<file path="src/shared/frb_pkg.sv">
// Constants, state codes and register map of the fault message readout block.
//
// Overview of operation
// - Slot number 0 to 11 is supplied by the requester and captured on start rise.
// - Node address 1 to 127 is supplied by the requester and captured on start rise.
// - Only a low-to-high start transition begins a read; steady high does nothing.
// - Busy rises in answer to the start rise that begins an operation.
// - Done rises when the read has finished successfully.
// - Done falls with start; if start is already low, done lasts one cycle.
// - Busy falls in the same cycle that done, error or aborted rises.
// - Aborted rises on an interrupting command; clears like done.
// - Error rises on a fault and stays high until start falls.
// - Fault code loads on error or done: 0B bad parameter, 0C unsupported.
// - On done, total, recorded count and four four-word message slots update together.
package frb_pkg;

  // Operation states
  typedef enum logic [2:0] {
    ST_IDLE = 3'b000,
    ST_REQ  = 3'b001,
    ST_FILL = 3'b010,
    ST_COPY = 3'b011,
    ST_DONE = 3'b100,
    ST_ERR  = 3'b101,
    ST_ABT  = 3'b110
  } frb_state_e;

  // Parameter ranges
  localparam logic [15:0] SLOT_MAX     = 16'h000B;
  localparam logic [15:0] NODE_MIN     = 16'h0001;
  localparam logic [15:0] NODE_MAX     = 16'h007F;
  localparam logic [2:0]  RECORDED_MAX = 3'h5;

  // Fault codes
  localparam logic [15:0] CODE_NONE      = 16'h0000;
  localparam logic [15:0] CODE_BAD_PARAM = 16'h000B;
  localparam logic [15:0] CODE_UNSUPP    = 16'h000C;

  // Message store geometry: four slots of four words
  localparam int          WORD_W     = 16;
  localparam int          ADDR_W     = 4;
  localparam logic [4:0]  WORD_COUNT = 5'h10;
  localparam logic [4:0]  COUNT_ONE  = 5'h01;
  localparam logic [4:0]  COUNT_ZERO = 5'h00;

  // Register map
  localparam logic [3:0] REG_STATUS = 4'h0;
  localparam logic [3:0] REG_MASK   = 4'h4;
  localparam logic [3:0] REG_STATE  = 4'h8;

  // Event bit positions in status and mask
  localparam int EVT_DONE  = 0;
  localparam int EVT_ERROR = 1;
  localparam int EVT_ABORT = 2;
  localparam int EVT_W     = 3;

endpackage

</file>
<file path="src/shared/frb_mem_if.sv">
// Port bundle between the readout controller and its message store.
`timescale 1ns/1ps
interface frb_mem_if;
  logic        wr_en;
  logic [3:0]  wr_addr;
  logic [15:0] wr_data;
  logic        rd_en;
  logic [3:0]  rd_addr;
  logic [15:0] rd_data;

  modport ctrl  (output wr_en, output wr_addr, output wr_data, output rd_en, output rd_addr, input rd_data);
  modport store (input wr_en, input wr_addr, input wr_data, input rd_en, input rd_addr, output rd_data);
endinterface

</file>
<file path="src/verilog/frb_top.sv">
// Fault message readout controller: start handshake, service request, result latching, registers.
`timescale 1ns/1ps
module frb_top (
  // Clock and reset
  input  wire logic        core_clk_in,
  input  wire logic        rst_in,
  // Requester handshake
  input  wire logic        start_in,
  input  wire logic [15:0] slot_number_in,
  input  wire logic [15:0] target_node_address_in,
  input  wire logic        abort_cmd_in,
  output logic             busy_out,
  output logic             done_out,
  output logic             error_out,
  output logic             aborted_out,
  // Results
  output logic [15:0]      fault_code_out,
  output logic [15:0]      fault_msg_total_out,
  output logic [15:0]      fault_msg_recorded_out,
  output logic [63:0]      fault_msg_slot_a_out,
  output logic [63:0]      fault_msg_slot_b_out,
  output logic [63:0]      fault_msg_slot_c_out,
  output logic [63:0]      fault_msg_slot_d_out,
  // Service port toward the bus master engine
  output logic             svc_req_out,
  output logic [15:0]      svc_slot_out,
  output logic [15:0]      svc_node_out,
  input  wire logic        svc_ack_in,
  input  wire logic [15:0] svc_status_in,
  input  wire logic [7:0]  svc_total_in,
  input  wire logic [2:0]  svc_recorded_in,
  input  wire logic        svc_word_valid_in,
  input  wire logic [15:0] svc_word_in,
  // Register port
  input  wire logic [3:0]  reg_addr_in,
  input  wire logic [31:0] reg_wdata_in,
  input  wire logic        reg_wr_in,
  input  wire logic        reg_rd_in,
  output logic [31:0]      reg_rdata_out,
  // Interrupt
  output logic             irq_out
);

  frb_mem_if mem ();

  frb_pkg::frb_state_e state;
  frb_pkg::frb_state_e next_state;

  logic        start_q;
  logic [4:0]  cnt;
  logic [15:0] shadow [16];
  logic [7:0]  total_hold;
  logic [2:0]  recorded_hold;
  logic [15:0] pend_code;
  logic [2:0]  evt_status;
  logic [2:0]  evt_mask;

  frb_msg_store u_store (
    .clk_in (core_clk_in),
    .rst_in (rst_in),
    .mem    (mem)
  );

  // Start edge and parameter checks
  wire start_rise = start_in & ~start_q;
  wire slot_ok    = (slot_number_in <= frb_pkg::SLOT_MAX);
  wire node_ok    = (target_node_address_in >= frb_pkg::NODE_MIN) &&
                    (target_node_address_in <= frb_pkg::NODE_MAX);
  wire params_ok  = slot_ok & node_ok;
  wire working    = (state == frb_pkg::ST_REQ) || (state == frb_pkg::ST_FILL) ||
                    (state == frb_pkg::ST_COPY);
  wire fill_last  = svc_word_valid_in && (cnt == (frb_pkg::WORD_COUNT - frb_pkg::COUNT_ONE));
  wire copy_last  = (cnt == frb_pkg::WORD_COUNT);
  wire ack_fault  = svc_ack_in && (svc_status_in != frb_pkg::CODE_NONE);

  // Next state; a finished state is held while start stays high and left once it is low
  always_comb begin
    next_state = state;
    case (state)
      frb_pkg::ST_IDLE: begin
        if (start_rise) begin
          next_state = params_ok ? frb_pkg::ST_REQ : frb_pkg::ST_ERR;
        end
      end
      frb_pkg::ST_REQ: begin
        if (abort_cmd_in) begin
          next_state = frb_pkg::ST_ABT;
        end else if (ack_fault) begin
          next_state = frb_pkg::ST_ERR;
        end else if (svc_ack_in) begin
          next_state = frb_pkg::ST_FILL;
        end
      end
      frb_pkg::ST_FILL: begin
        if (abort_cmd_in) begin
          next_state = frb_pkg::ST_ABT;
        end else if (fill_last) begin
          next_state = frb_pkg::ST_COPY;
        end
      end
      frb_pkg::ST_COPY: begin
        if (abort_cmd_in) begin
          next_state = frb_pkg::ST_ABT;
        end else if (copy_last) begin
          next_state = frb_pkg::ST_DONE;
        end
      end
      frb_pkg::ST_DONE, frb_pkg::ST_ERR, frb_pkg::ST_ABT: begin
        if (!start_in) begin
          next_state = frb_pkg::ST_IDLE;
        end
      end
      default: begin
        next_state = frb_pkg::ST_IDLE;
      end
    endcase
  end

  // Decoded next flags; busy spans three states and each other flag has one, so they never overlap
  wire next_busy    = (next_state == frb_pkg::ST_REQ) || (next_state == frb_pkg::ST_FILL) ||
                      (next_state == frb_pkg::ST_COPY);
  wire next_done    = (next_state == frb_pkg::ST_DONE);
  wire next_error   = (next_state == frb_pkg::ST_ERR);
  wire next_aborted = (next_state == frb_pkg::ST_ABT);
  wire done_rise    = next_done & ~done_out;
  wire error_rise   = next_error & ~error_out;
  wire abort_rise   = next_aborted & ~aborted_out;

  // State, start history and handshake flags
  always_ff @(posedge core_clk_in or posedge rst_in) begin
    if (rst_in) begin
      state       <= frb_pkg::ST_IDLE;
      start_q     <= 1'b0;
      busy_out    <= 1'b0;
      done_out    <= 1'b0;
      error_out   <= 1'b0;
      aborted_out <= 1'b0;
    end else begin
      state       <= next_state;
      start_q     <= start_in;
      busy_out    <= next_busy;
      done_out    <= next_done;
      error_out   <= next_error;
      aborted_out <= next_aborted;
    end
  end

  // Service request stays up until acknowledged or aborted; the captured parameters are held until the next start
  wire next_req = (next_state == frb_pkg::ST_REQ);

  always_ff @(posedge core_clk_in or posedge rst_in) begin
    if (rst_in) begin
      svc_req_out  <= 1'b0;
      svc_slot_out <= 16'h0000;
      svc_node_out <= 16'h0000;
    end else begin
      svc_req_out <= next_req;
      if (state == frb_pkg::ST_IDLE && start_rise) begin
        svc_slot_out <= slot_number_in;
        svc_node_out <= target_node_address_in;
      end
    end
  end

  // Word counter: counts arriving words while filling, then store reads while copying
  always_ff @(posedge core_clk_in or posedge rst_in) begin
    if (rst_in) begin
      cnt <= 5'h00;
    end else if (!working || (state == frb_pkg::ST_FILL && fill_last)) begin
      cnt <= frb_pkg::COUNT_ZERO;
    end else if ((state == frb_pkg::ST_FILL && svc_word_valid_in) || state == frb_pkg::ST_COPY) begin
      cnt <= cnt + frb_pkg::COUNT_ONE;
    end
  end

  // Store access: incoming words are written, then read back in order
  assign mem.wr_en   = (state == frb_pkg::ST_FILL) && svc_word_valid_in;
  assign mem.wr_addr = cnt[3:0];
  assign mem.wr_data = svc_word_in;
  assign mem.rd_en   = (state == frb_pkg::ST_COPY) && !copy_last;
  assign mem.rd_addr = cnt[3:0];

  wire [4:0] copy_idx  = cnt - frb_pkg::COUNT_ONE;
  wire       copy_take = (state == frb_pkg::ST_COPY) && (cnt != frb_pkg::COUNT_ZERO);

  // Shadow collects the read-back words so the visible slots can change in one cycle
  always_ff @(posedge core_clk_in or posedge rst_in) begin
    if (rst_in) begin
      for (int i = 0; i < 16; i++) begin
        shadow[i] <= 16'h0000;
      end
    end else if (copy_take) begin
      shadow[copy_idx[3:0]] <= mem.rd_data;
    end
  end

  // Counts are taken at the acknowledge; the recorded count is held within its range
  wire [2:0] recorded_clamp = (svc_recorded_in > frb_pkg::RECORDED_MAX) ?
                              frb_pkg::RECORDED_MAX : svc_recorded_in;

  always_ff @(posedge core_clk_in or posedge rst_in) begin
    if (rst_in) begin
      total_hold    <= 8'h00;
      recorded_hold <= 3'h0;
      pend_code     <= 16'h0000;
    end else if (state == frb_pkg::ST_IDLE && start_rise) begin
      pend_code <= params_ok ? frb_pkg::CODE_NONE : frb_pkg::CODE_BAD_PARAM;
    end else if (state == frb_pkg::ST_REQ && svc_ack_in) begin
      total_hold    <= svc_total_in;
      recorded_hold <= recorded_clamp;
      pend_code     <= svc_status_in;
    end
  end

  // Fault code: a bad parameter is known at the start edge, a service fault at the ack
  wire [15:0] next_code = (state == frb_pkg::ST_IDLE) ? frb_pkg::CODE_BAD_PARAM :
                          (state == frb_pkg::ST_REQ)  ? svc_status_in : pend_code;

  always_ff @(posedge core_clk_in or posedge rst_in) begin
    if (rst_in) begin
      fault_code_out <= 16'h0000;
    end else if (error_rise || done_rise) begin
      fault_code_out <= next_code;
    end
  end

  // Results change together on the done edge and are left alone on error or abort
  always_ff @(posedge core_clk_in or posedge rst_in) begin
    if (rst_in) begin
      fault_msg_total_out    <= 16'h0000;
      fault_msg_recorded_out <= 16'h0000;
      fault_msg_slot_a_out   <= 64'h0000000000000000;
      fault_msg_slot_b_out   <= 64'h0000000000000000;
      fault_msg_slot_c_out   <= 64'h0000000000000000;
      fault_msg_slot_d_out   <= 64'h0000000000000000;
    end else if (done_rise) begin
      fault_msg_total_out    <= {8'h00, total_hold};
      fault_msg_recorded_out <= {13'h0000, recorded_hold};
      fault_msg_slot_a_out   <= {shadow[3], shadow[2], shadow[1], shadow[0]};
      fault_msg_slot_b_out   <= {shadow[7], shadow[6], shadow[5], shadow[4]};
      fault_msg_slot_c_out   <= {shadow[11], shadow[10], shadow[9], shadow[8]};
      fault_msg_slot_d_out   <= {mem.rd_data, shadow[14], shadow[13], shadow[12]};
    end
  end

  // Register decode
  wire [2:0] evt_set    = {abort_rise, error_rise, done_rise};
  wire       wr_status  = reg_wr_in && (reg_addr_in == frb_pkg::REG_STATUS);
  wire       wr_mask    = reg_wr_in && (reg_addr_in == frb_pkg::REG_MASK);
  wire [2:0] evt_clear  = wr_status ? reg_wdata_in[frb_pkg::EVT_W-1:0] : 3'h0;
  wire [2:0] next_evt   = evt_set | (evt_status & ~evt_clear);

  // Sticky events: a new event in the clearing cycle survives the clear
  always_ff @(posedge core_clk_in or posedge rst_in) begin
    if (rst_in) begin
      evt_status <= 3'h0;
      evt_mask   <= 3'h0;
      irq_out    <= 1'b0;
    end else begin
      evt_status <= next_evt;
      irq_out    <= |(next_evt & (wr_mask ? reg_wdata_in[frb_pkg::EVT_W-1:0] : evt_mask));
      if (wr_mask) begin
        evt_mask <= reg_wdata_in[frb_pkg::EVT_W-1:0];
      end
    end
  end

  // Read mux; unmapped addresses read as zero
  wire [31:0] state_word = {9'h000, state, busy_out, done_out, error_out, aborted_out, fault_code_out};
  wire [31:0] rd_mux     = (reg_addr_in == frb_pkg::REG_STATUS) ? {29'h00000000, evt_status} :
                           (reg_addr_in == frb_pkg::REG_MASK)   ? {29'h00000000, evt_mask} :
                           (reg_addr_in == frb_pkg::REG_STATE)  ? state_word : 32'h00000000;

  always_ff @(posedge core_clk_in or posedge rst_in) begin
    if (rst_in) begin
      reg_rdata_out <= 32'h00000000;
    end else if (reg_rd_in) begin
      reg_rdata_out <= rd_mux;
    end else begin
      reg_rdata_out <= 32'h00000000;
    end
  end

endmodule

</file>
<file path="src/verilog/frb_msg_store.sv">
// Sixteen-word message store with registered read data.
`timescale 1ns/1ps
module frb_msg_store (
  // Clock and reset
  input  wire logic clk_in,
  input  wire logic rst_in,
  // Access port
  frb_mem_if.store  mem
);

  logic [15:0] words [16];

  // Storage needs no reset; contents are always written before being copied out
  always_ff @(posedge clk_in) begin
    if (mem.wr_en) begin
      words[mem.wr_addr] <= mem.wr_data;
    end
  end

  // Read data from a register, valid the cycle after rd_en
  always_ff @(posedge clk_in or posedge rst_in) begin
    if (rst_in) begin
      mem.rd_data <= 16'h0000;
    end else if (mem.rd_en) begin
      mem.rd_data <= words[mem.rd_addr];
    end
  end

endmodule

</file>
<file path="config.mk">
export PLATFORM = sky130hd
export DESIGN_NAME = frb_top
export DESIGN_NICKNAME = d
export VERILOG_FILES = /design/src/shared/frb_pkg.sv /design/src/shared/frb_mem_if.sv /design/src/verilog/frb_top.sv /design/src/verilog/frb_msg_store.sv
export SDC_FILE = /design/constraint.sdc
export NUM_CORES = 1
export LEC_CHECK = 0
export BUFFER_PORTS_ARGS = -buffer_cell sky130_fd_sc_hd__buf_2
export CAP_MARGIN = 20
export CORE_MARGIN = 8
export CORE_UTILIZATION = 30
export DETAILED_ROUTE_END_ITERATION = 6
export PLACE_DENSITY_LB_ADDON = 0.1
export SYNTH_ARGS = -nofsm -noshare
export SYNTH_HDL_FRONTEND = slang
export SYNTH_SLANG_ARGS = --single-unit
</file>
<file path="constraint.sdc">
create_clock -name core_clk_in -period 30 [get_ports core_clk_in]
set_input_delay 0 -clock core_clk_in [delete_from_list [all_inputs] [get_ports core_clk_in]]
set_output_delay 0 -clock core_clk_in [all_outputs]
set_load 0.02 [all_outputs]
</file>
# Yosys cells after proc, flatten, opt, wreduce, memory -nomap -nowiden

Memories as Yosys holds them, arrays and structs flattened. A register that Yosys moved wholly into a read port is not among the register bits.
Index checks and enable logic that the tools add are counted.

$add $sub $neg: 2
Order comparisons: 6
Equality and inequality tests: 16
Mux-type cells: 30
Bitwise operators: 15
Reductions and logical operators: 30

Operator list:

| operator                                             | number |
|---|---|
| bitwise mux 256 bit                                  | 1 |
| 2-to-1 mux 23 bit                                    | 4 |
| 2-to-1 mux 16 bit                                    | 5 |
| demux 16 bit (select 4 bit)                          | 1 |
| 2-to-1 mux 3 bit                                     | 13 |
| == test 3 bit, second input constant                 | 6 |
| >= comparator 16 x 1 -> 1 bit, second input constant | 1 |
| <= comparator 16 x 4 -> 1 bit, second input constant | 1 |
| <= comparator 16 x 7 -> 1 bit, second input constant | 1 |
| nonzero test 16 bit                                  | 1 |
| case mux 3 bit (5 select lines)                      | 1 |
| == test 3 x 2 -> 1 bit, second input constant        | 4 |
| logical AND 1 bit                                    | 12 |
| 2-to-1 mux 5 bit                                     | 2 |
| logical OR 1 bit                                     | 7 |
| AND 3 bit                                            | 2 |
| == test 3 x 1 -> 1 bit, second input constant        | 2 |
| OR reduction 3 bit                                   | 2 |
| adder 5 x 1 -> 5 bit, second input constant          | 1 |
| AND 1 bit                                            | 5 |
| == test 5 x 4 -> 1 bit, second input constant        | 1 |
| == test 5 bit, second input constant                 | 1 |
| >= comparator 5 bit, second input constant           | 1 |
| < comparator 5 x 1 -> 1 bit, second input constant   | 1 |
| 16 further kinds                                     | 23 |

Register bits: 651
Memory bits (writable): 256
Input bits: 119
Output and inout bits: 374
Word-level logic and storage cells: 140
Memories kept: 1

Memory list:

| memory        | depth | bits a word | read ports | clocked after memory_dff | wr ports | line                | source |
|---|---|---|---|---|---|---|---|
| u_store.words | 16    | 16          | 1          | 1                        | 1        | frb_msg_store.sv:11 | `logic [15:0] words [16];` |

# Depth between registers and ports, before layout

Gate-level depths: netlist of the first run.

Depth in word-level cells: 11
Gate-level depth with buffers: 15
Mapped depth without buffers: 10

# Modules after synthesis

A second synthesis of the first run with hierarchy kept.

Cell total of the unflattened synthesis: 2125
Area, all modules: 35698.0 µm²

Modules (own cells, without submodules):

| module        | instances | cells each | area an instance (µm²) | sequential area each (µm²) |
|---|---|---|---|---|
| frb_top       | 1         | 1672       | 25230.4                | 15665.0 |
| frb_msg_store | 1         | 453        | 10467.5                | 8087.8 |

# Worst setup path after synthesis of the first run

No wires, ideal clock.

Path type: reg2reg
Start: register cnt[1]
End: register fault_msg_slot_d_out[32]
Library setup time: 125 ps
Arrival time: 3342 ps
Data required time: 29875 ps
Slack: 26534 ps
Cell stages (with the launch flop): 16
Path buffers: 6
Clock period less this slack: 3466 ps
Path through: dfrtp_1 clkbuf_1 clkbuf_1 clkbuf_1 inv_1 ha_1 nand4bb_1 and2_1 buf_2 a311oi_1 o21a_1 inv_1 nor4b_4 buf_2 buf_4 mux2_2

Cells in the longest elaborated chain, start to end: 7
Elaborated cells between the ends (all ways): 10
Classes of those cells: eq/ne (3); mux (5); bitwise (1); reduce/logical (1)

RTL lines:

| item                              | line           | source |
|---|---|---|
| start: declaration                | frb_top.sv:50  | `logic [4:0] cnt;` |
| start signal: assignment          | frb_top.sv:170 | `cnt <= frb_pkg::COUNT_ZERO;` |
| start signal: assignment          | frb_top.sv:172 | `cnt <= cnt + frb_pkg::COUNT_ONE;` |
| == test 5 x 4 -> 1 bit            | frb_top.sv:72  | `wire fill_last = svc_word_valid_in && (cnt == (frb_pkg::WORD_COUNT - frb_pkg::COUNT_ONE));` |
| logical AND 1 bit                 | frb_top.sv:72  |  |
| 2-to-1 mux 3 bit                  | frb_top.sv:97  | `end else if (fill_last) begin` |
| 2-to-1 mux 3 bit                  | frb_top.sv:95  | `if (abort_cmd_in) begin` |
| case mux 3 bit (5 select lines) * | frb_top.sv:79  | `case (state)` |
| net next_state[1]                 | frb_top.sv:47  | `frb_pkg::frb_state_e next_state;` |
| == test 3 bit *                   | frb_top.sv:122 | `wire next_done = (next_state == frb_pkg::ST_DONE);` |
| AND 1 bit *                       | frb_top.sv:125 | `wire done_rise = next_done & ~done_out;` |
| end signal: assignment            | frb_top.sv:242 | `fault_msg_slot_d_out <= {mem.rd_data, shadow[14], shadow[13], shadow[12]};` |
| end: declaration                  | frb_top.sv:23  | `output logic [63:0] fault_msg_slot_d_out,` |

Mark *: on every way through the listed nets, which the timed path passes. The rest lies on a longest branch.
A chain may end at the register's enable or synchronous reset.

# Final worst setup path of the first run

Start: register cnt[1]
End: register fault_msg_slot_b_out[43]

Cells in the longest elaborated chain, start to end: 7
Elaborated cells between the ends (all ways): 10
Classes of those cells: eq/ne (3); mux (5); bitwise (1); reduce/logical (1)

RTL lines:

| item                              | line           | source |
|---|---|---|
| == test 5 x 4 -> 1 bit            | frb_top.sv:72  |  |
| logical AND 1 bit                 | frb_top.sv:72  |  |
| 2-to-1 mux 3 bit                  | frb_top.sv:97  |  |
| 2-to-1 mux 3 bit                  | frb_top.sv:95  |  |
| case mux 3 bit (5 select lines) * | frb_top.sv:79  |  |
| net next_state[1]                 | frb_top.sv:47  |  |
| == test 3 bit *                   | frb_top.sv:122 |  |
| AND 1 bit *                       | frb_top.sv:125 |  |
| end signal: assignment            | frb_top.sv:240 | `fault_msg_slot_b_out <= {shadow[7], shadow[6], shadow[5], shadow[4]};` |
| end: declaration                  | frb_top.sv:21  | `output logic [63:0] fault_msg_slot_b_out,` |

Marks and branches as above.

==> flow_summary.ini, run 1 <==
[detailed_routing]
via_count = 19760
viasPerCell = 4.622
drt_wl_total_microns = 100800
drt_iter0_markers = 1265
detail-route-antenna-nets = 0
route.detailed.drc = 0
routedWlPerCell_microns = 23.57
first_pass_iters = 5

[floorplanning]
rows = 124
die_y_microns = 354.8
die_w_microns = 354.8
coreArea_sq_um = 114000
dieArea_sq_um = 125900
initial_core_util = 0.3020
num_io_pins = 493

[sta]
max_clock_freq_ghz = 0.1688
grt_setup_unrepaired = false
hold_ws_ps = 9.746
finalCritPeriodShare = 0.1975
fin_setup_tns_ps = 0
tightest_slew_ps = 1072
hold_viol = 0
relSlewSlack = 0.2855
period_minus_slack_ps = 5924
fin_skew_ps = 17.61
drv_slew = 0
setup_viol = 0

[layout]
nNetsFinal = 2800
syn2layout_area_growth_pct = 25.57
final_util = 0.3792
layout-drive-gt1-share = 0.4681
layout_common_cells = dfrtp_1, mux2_2, buf_2, edfxtp_1, nand2_1
final_common_cell = dfrtp_1

[clocking]
clkSlewWorstSetupHoldPaths_ps = 60
root_buffer = clkbuf_16
clk_path_buf_depth = 3
postCtsHoldBufs = 119
numCtsBuffers = 104
cts_setup_buffers = 0
clk_latency_ps = 680
cts_resized = 0
tritoncts = done
cts.sink_count = 898
cts-htree-levels = 3

[placement]
dp_hpwl_microns = 65180
port_buffers = 433
routabilityCongestion = 0.7846

[global_route]
grt_start_max_net_pins = 167
grtUsageTotal = 0.1570
grt_pass1_vias = 21218
grt-ovfl-total = 0
antenna_found_initial = 9
grt_pass1_wl_microns = 148400

[logic_synthesis]
yosysTopAreaCellShare = 0.4665
netlist_instances = 2061
yosys.cell_types.count = 61
synth_area_leaders = dfrtp_1, edfxtp_1, mux2_2, mux4_2, nand2_1
ys_async_sr_fraction = 0.7149
synth_seq_cells = 898
synth_top_area_cell = dfrtp_1
syn_area_per_cell_sq_um = 16.71
synth-edff-count = 256
ys_warn_count = 0
synthFlopType = dfrtp_1
ys_seq_area_frac = 0.6898
syn-cell-area_sq_um = 34440

[power_and_ir_drop]
clkPwrFrac = 0.381
powerDensity_nw_per_um2 = 77.37
ir_drop_mv = 0.08673
power_frac_seq = 0.429
swShare = 0.2988
p_leak_nw = 20.10
p_sw_uw = 999.6
p_int_mw = 2.346
combPwrFrac = 0.190

[status]
status = finished, final reports clean

[setup_path]
crit_type = register to register
critPathCaptureType = register
worstSetupStartpointType = register
cp_data_arrival_time_ps = 6470
cp_max_fo = 166
cp.required_ps = 30550

[min_path]
hp-class = primary input to asynchronous set/reset pin

[job]
cap_violations = 0
## worst max-delay path, cell delays in order, from the launching register on
cell,delay [ps]
dfrtp_2,720
inv_1,240
ha_1,280
nand4bb_1,200
and2_1,210
a311oi_1,290
o21a_1,250
inv_1,140
nor4b_4,760
buf_4,440
buf_12,680
buf_4,600
buf_12,300
mux2_2,370
## flip-flops by register name, summed over array words and instances (netlist names), 8 cells and up
register and cells:
fault_code_out 16, fault_msg_slot_a_out 64, fault_msg_slot_b_out 64, fault_msg_slot_c_out 64
fault_msg_slot_d_out 64, fault_msg_total_out 8, pend_code 16, reg_rdata_out 23
shadow 240, svc_node_out 16, svc_slot_out 16, total_hold 8
u_store.mem.rd_data 16, u_store.words 256
## final cells by class
cell class	instances	area [sq um]
antenna	3	7.507
fill	10808	70790
sequential	898	23760
clock buffer	154	3024
inverter	16	67.56
tap	1512	1892
clock inverter	37	465.4
timing repair buffer	615	3929
multi-input combinational	1040	10100
## kinds of logic after synthesis
| group | after synthesis | share of synthesized area |
|---|---|---|
| DFF | 898 | 0.6898 |
| muxes | 623 | 0.2299 |
| and+or+nand+nor | 310 | 0.04088 |
| buffers and inverters | 152 | 0.02329 |
| AOI/OAI and AO/OA | 69 | 0.01341 |
| adders and majority gates | 6 | 0.002180 |
| xor gates and xnor gates | 2 | 0.0005088 |
| other | 1 | 0.0001089 |
## worst paths after layout
path | startpoint | to | slack [ps] | cells past startpoint
max | cnt[1] | fault_msg_slot_b_out[43] | 24080 | 13
min | rst_in | shadow[188] | 10 | 3
max reg2reg | cnt[1] | fault_msg_slot_b_out[43] | 24080 | 13
min reg2reg | svc_node_out[10] | svc_node_out[10] | 470 | 2
max in group asynchronous | rst_in | shadow[50] | 27240 | 6
min in group core_clk_in | start_in | start_q | 50 | 2
## through the flow
stage	cell area (sq um)	power, mW	setup slack (ps)	instances
floorplan	34540	1.834	12010	2090
global placement	38450	2.082	24010	3958
detailed placement	38480	2.090	23880	3959
CTS	43160	3.410	23850	4269
global route	43230	3.508	23630	4272
finish	43240	3.346	24080	4275
## cell usage after synthesis (all sizes together) (2+ instances only)
cell type,count
nand3,11
inv,16
nand2,186
nor3,14
or4,3
and2,23
mux2,542
nor3b,2
nor4,9
nand4,4
mux4,80
and3,2
a22o,13
a21oi,28
nor2b,2
buf,83
dfrtp,642
nand2b,4
nor4b,2
nor2,38
edfxtp,256
ha,6
a211oi,3
clkbuf,53
or3,3
a311oi,2
o21bai,2
o21ai,8
nand3b,2
a21o,2
## power by group through the flow
stage	registers [mW]	logic (mW)	clock network, mW
floorplan	1.47	0.365	0
global placement	1.46	0.620	0
detailed placement	1.46	0.626	0
CTS	1.44	0.651	1.32
global route	1.45	0.687	1.37
finish	1.44	0.635	1.27
## routing by layer
metal	vias to the layer above	GRT usage	share of wire	routed length, microns
li1	8668	-	-	-
met3	140	0.02937	0.043	4352
met2	424	0.2776	0.52	52320
met5	-	0	0.00026	26
met4	4	0.04473	0.025	2486
met1	10524	0.1957	0.41	41590
No activity file was read; power rests on OpenSTA's default activity.
==> run 2: changes to the inputs <==
==> constraint.sdc (replaced) <==
create_clock -name core_clk_in -period 5.4 [get_ports core_clk_in]
set_input_delay 0 -clock core_clk_in [delete_from_list [all_inputs] [get_ports core_clk_in]]
set_output_delay 0 -clock core_clk_in [all_outputs]
set_load 0.02 [all_outputs]
==> run 2 against run 1 <==
Effect of this change:
- the flow now finishes with violations (design-rule violations)
- non-clock buffer count grew 3
- count of clock-buffer cells in the layout up 7
- hold slack better by 68 ps
==> flow_summary.ini, run 2 (same netlist as run 1, synthesis figures left out) <==
[setup_path]
worstSetupStartpointType = register
max_stage_delay_ps = 690
reg2reg_depth = 11
worst-path-stages = 11
critPathCaptureType = register
cp_num_buf_inv = 4
path_delay_family = buffers and inverters
crit_path_top_delay_cell = dfrtp_2
cp.required_ps = 5940
crit_type = register to register
cp_data_arrival_time_ps = 4520
worstPathCellList = inv_1 -> ha_1 -> nand4bb_1 -> and2_1 -> a311oi_1 -> o21a_1 -> inv_1 -> nor4b_4 -> buf_12 -> buf_12 -> mux2_2
cp_max_fo = 79

[detailed_routing]
first_pass_iters = 7
via_count = 19774
route.detailed.drc = 2
viasPerCell = 4.619
drt_wl_total_microns = 101000
drt_iter0_markers = 1148
detail-route-antenna-nets = 0
routedWlPerCell_microns = 23.59

[sta]
tightest_slew_ps = 1060
relSlewSlack = 0.2936
hold_viol = 0
finalCritPeriodShare = 0.7377
drv_slew = 0
fin_skew_ps = 20.51
max_clock_freq_ghz = 0.2510
period_minus_slack_ps = 3983
setup_viol = 0
grt_setup_unrepaired = false

[global_route]
grt-ovfl-total = 0
antenna_found_initial = 14
grt_start_max_net_pins = 129
grt_pass1_wl_microns = 148200
grt_pass1_vias = 21240
grtUsageTotal = 0.1567
grt.busiest_layer = met2
grt.met2_usage = 0.2736
use_met1 = 0.1963
grt_util_met3 = 0.03228

[min_path]
hp-class = primary input to register
whs_path_depth = 2

[layout]
final_common_cell = dfrtp_1
layout-drive-gt1-share = 0.4716
top_register = u_store.words
nNetsFinal = 2801
final_cell_area_sq_um = 43240
syn2layout_area_growth_pct = 25.58
layout_common_cells = dfrtp_1, mux2_2, buf_2, edfxtp_1, nand2_1
nFillCells = 10835
largest_register_ffs = 256
top_regs = u_store.words (256), shadow (240)

[clocking]
cts_setup_buffers = 0
cts.sink_count = 898
clk_path_buf_depth = 3
clk_latency_ps = 670
numCtsBuffers = 102
tritoncts = done
clkSlewWorstSetupHoldPaths_ps = 60
cts-htree-levels = 3
cts_resized = 0
root_buffer = clkbuf_16

[floorplanning]
num_io_pins = 493
rows = 124
die_w_microns = 354.8
die_y_microns = 354.8
initial_core_util = 0.3020
dieArea_sq_um = 125900
coreArea_sq_um = 114000

[power_and_ir_drop]
ir_drop_mv = 0.2794
power_mw = 18.52
powerDensity_nw_per_um2 = 428.3
p_leak_nw = 20.13

[status]
violations = design-rule violations
status = finished with violations

[job]
cap_violations = 0

[placement]
routabilityCongestion = 0.7846
port_buffers = 433
post_dp_cell_area_sq_um = 38680
dp_hpwl_microns = 65030
[run 2: changes by cell type in the layout (fill, tap and decap cells not counted), moves of 2 or more]
cell           before  now
clkinv_2            8   17
clkinv_1           10    2
dlygate4sd3_1     119  113
buf_12              3    8
clkbuf_1           30   35
diode_2             3    6
clkbuf_8           17   19
clkinv_16           2    0
clkinvlp_4          4    2
dfrtp_1           638  640
dfrtp_2             3    1
inv_16              2    0
[run 2: timing repair]
action	CTS	global route
endpoints found under the hold margin	399	0
hold buffers	113	0
endpoints found under the setup margin	0	0
[run 2: per-stage QoR]
step	cells	hold WS (ps)	setup slack [ps]	utilization	setup TNS (ps)
finish	4281	77.38	1417	0.3792	0
floorplan	2090	31.43	-3371	-	-2163990
global placement	3965	143.0	1431	0.3382	0
CTS	4273	11.11	1374	0.3789	0
global route	4277	54.18	1119	0.3791	0
detailed placement	3969	140.3	1403	0.3392	0
[run 2: path summary, 6_finish.rpt]
kind	from	end	slack, ps
worst min register to register	svc_slot_out[3]	svc_slot_out[3]	470
worst min-delay path	start_in	start_q	80
worst max-delay path	cnt[1]	fault_msg_slot_b_out[12]	1420
worst max register to register	cnt[1]	fault_msg_slot_b_out[12]	1420
min in group asynchronous	rst_in	shadow[17]	90
max in group asynchronous	rst_in	shadow[155]	4090
[run 2: power breakdown]
group | internal, mW | switching (mW) | total [mW]
Combinational | 1.41 | 2.26 | 3.68
Clock | 4.18 | 2.77 | 6.95
Sequential | 7.46 | 0.438 | 7.90
[run 2: area by class of cell]
class                   count  area [sq um]  area share
inverters                  16         63.81    0.001476
clock buffers             161          3070     0.07100
diodes                      6         15.01   0.0003472
repair buffers            618          4024     0.09305
multi-input cells        1040         10090      0.2334
well taps                1512          1892     0.04375
flip-flops and latches    898         23760      0.5494
clock inverters            30         327.8    0.007581
[run 2: per-layer routing]
| metal | vias up | wire [microns] |
|---|---|---|
| met4 | 4 | 2305 |
| li1 | 8668 | - |
| met2 | 419 | 51860 |
| met3 | 138 | 4802 |
| met1 | 10545 | 41990 |
| met5 | - | 27 |
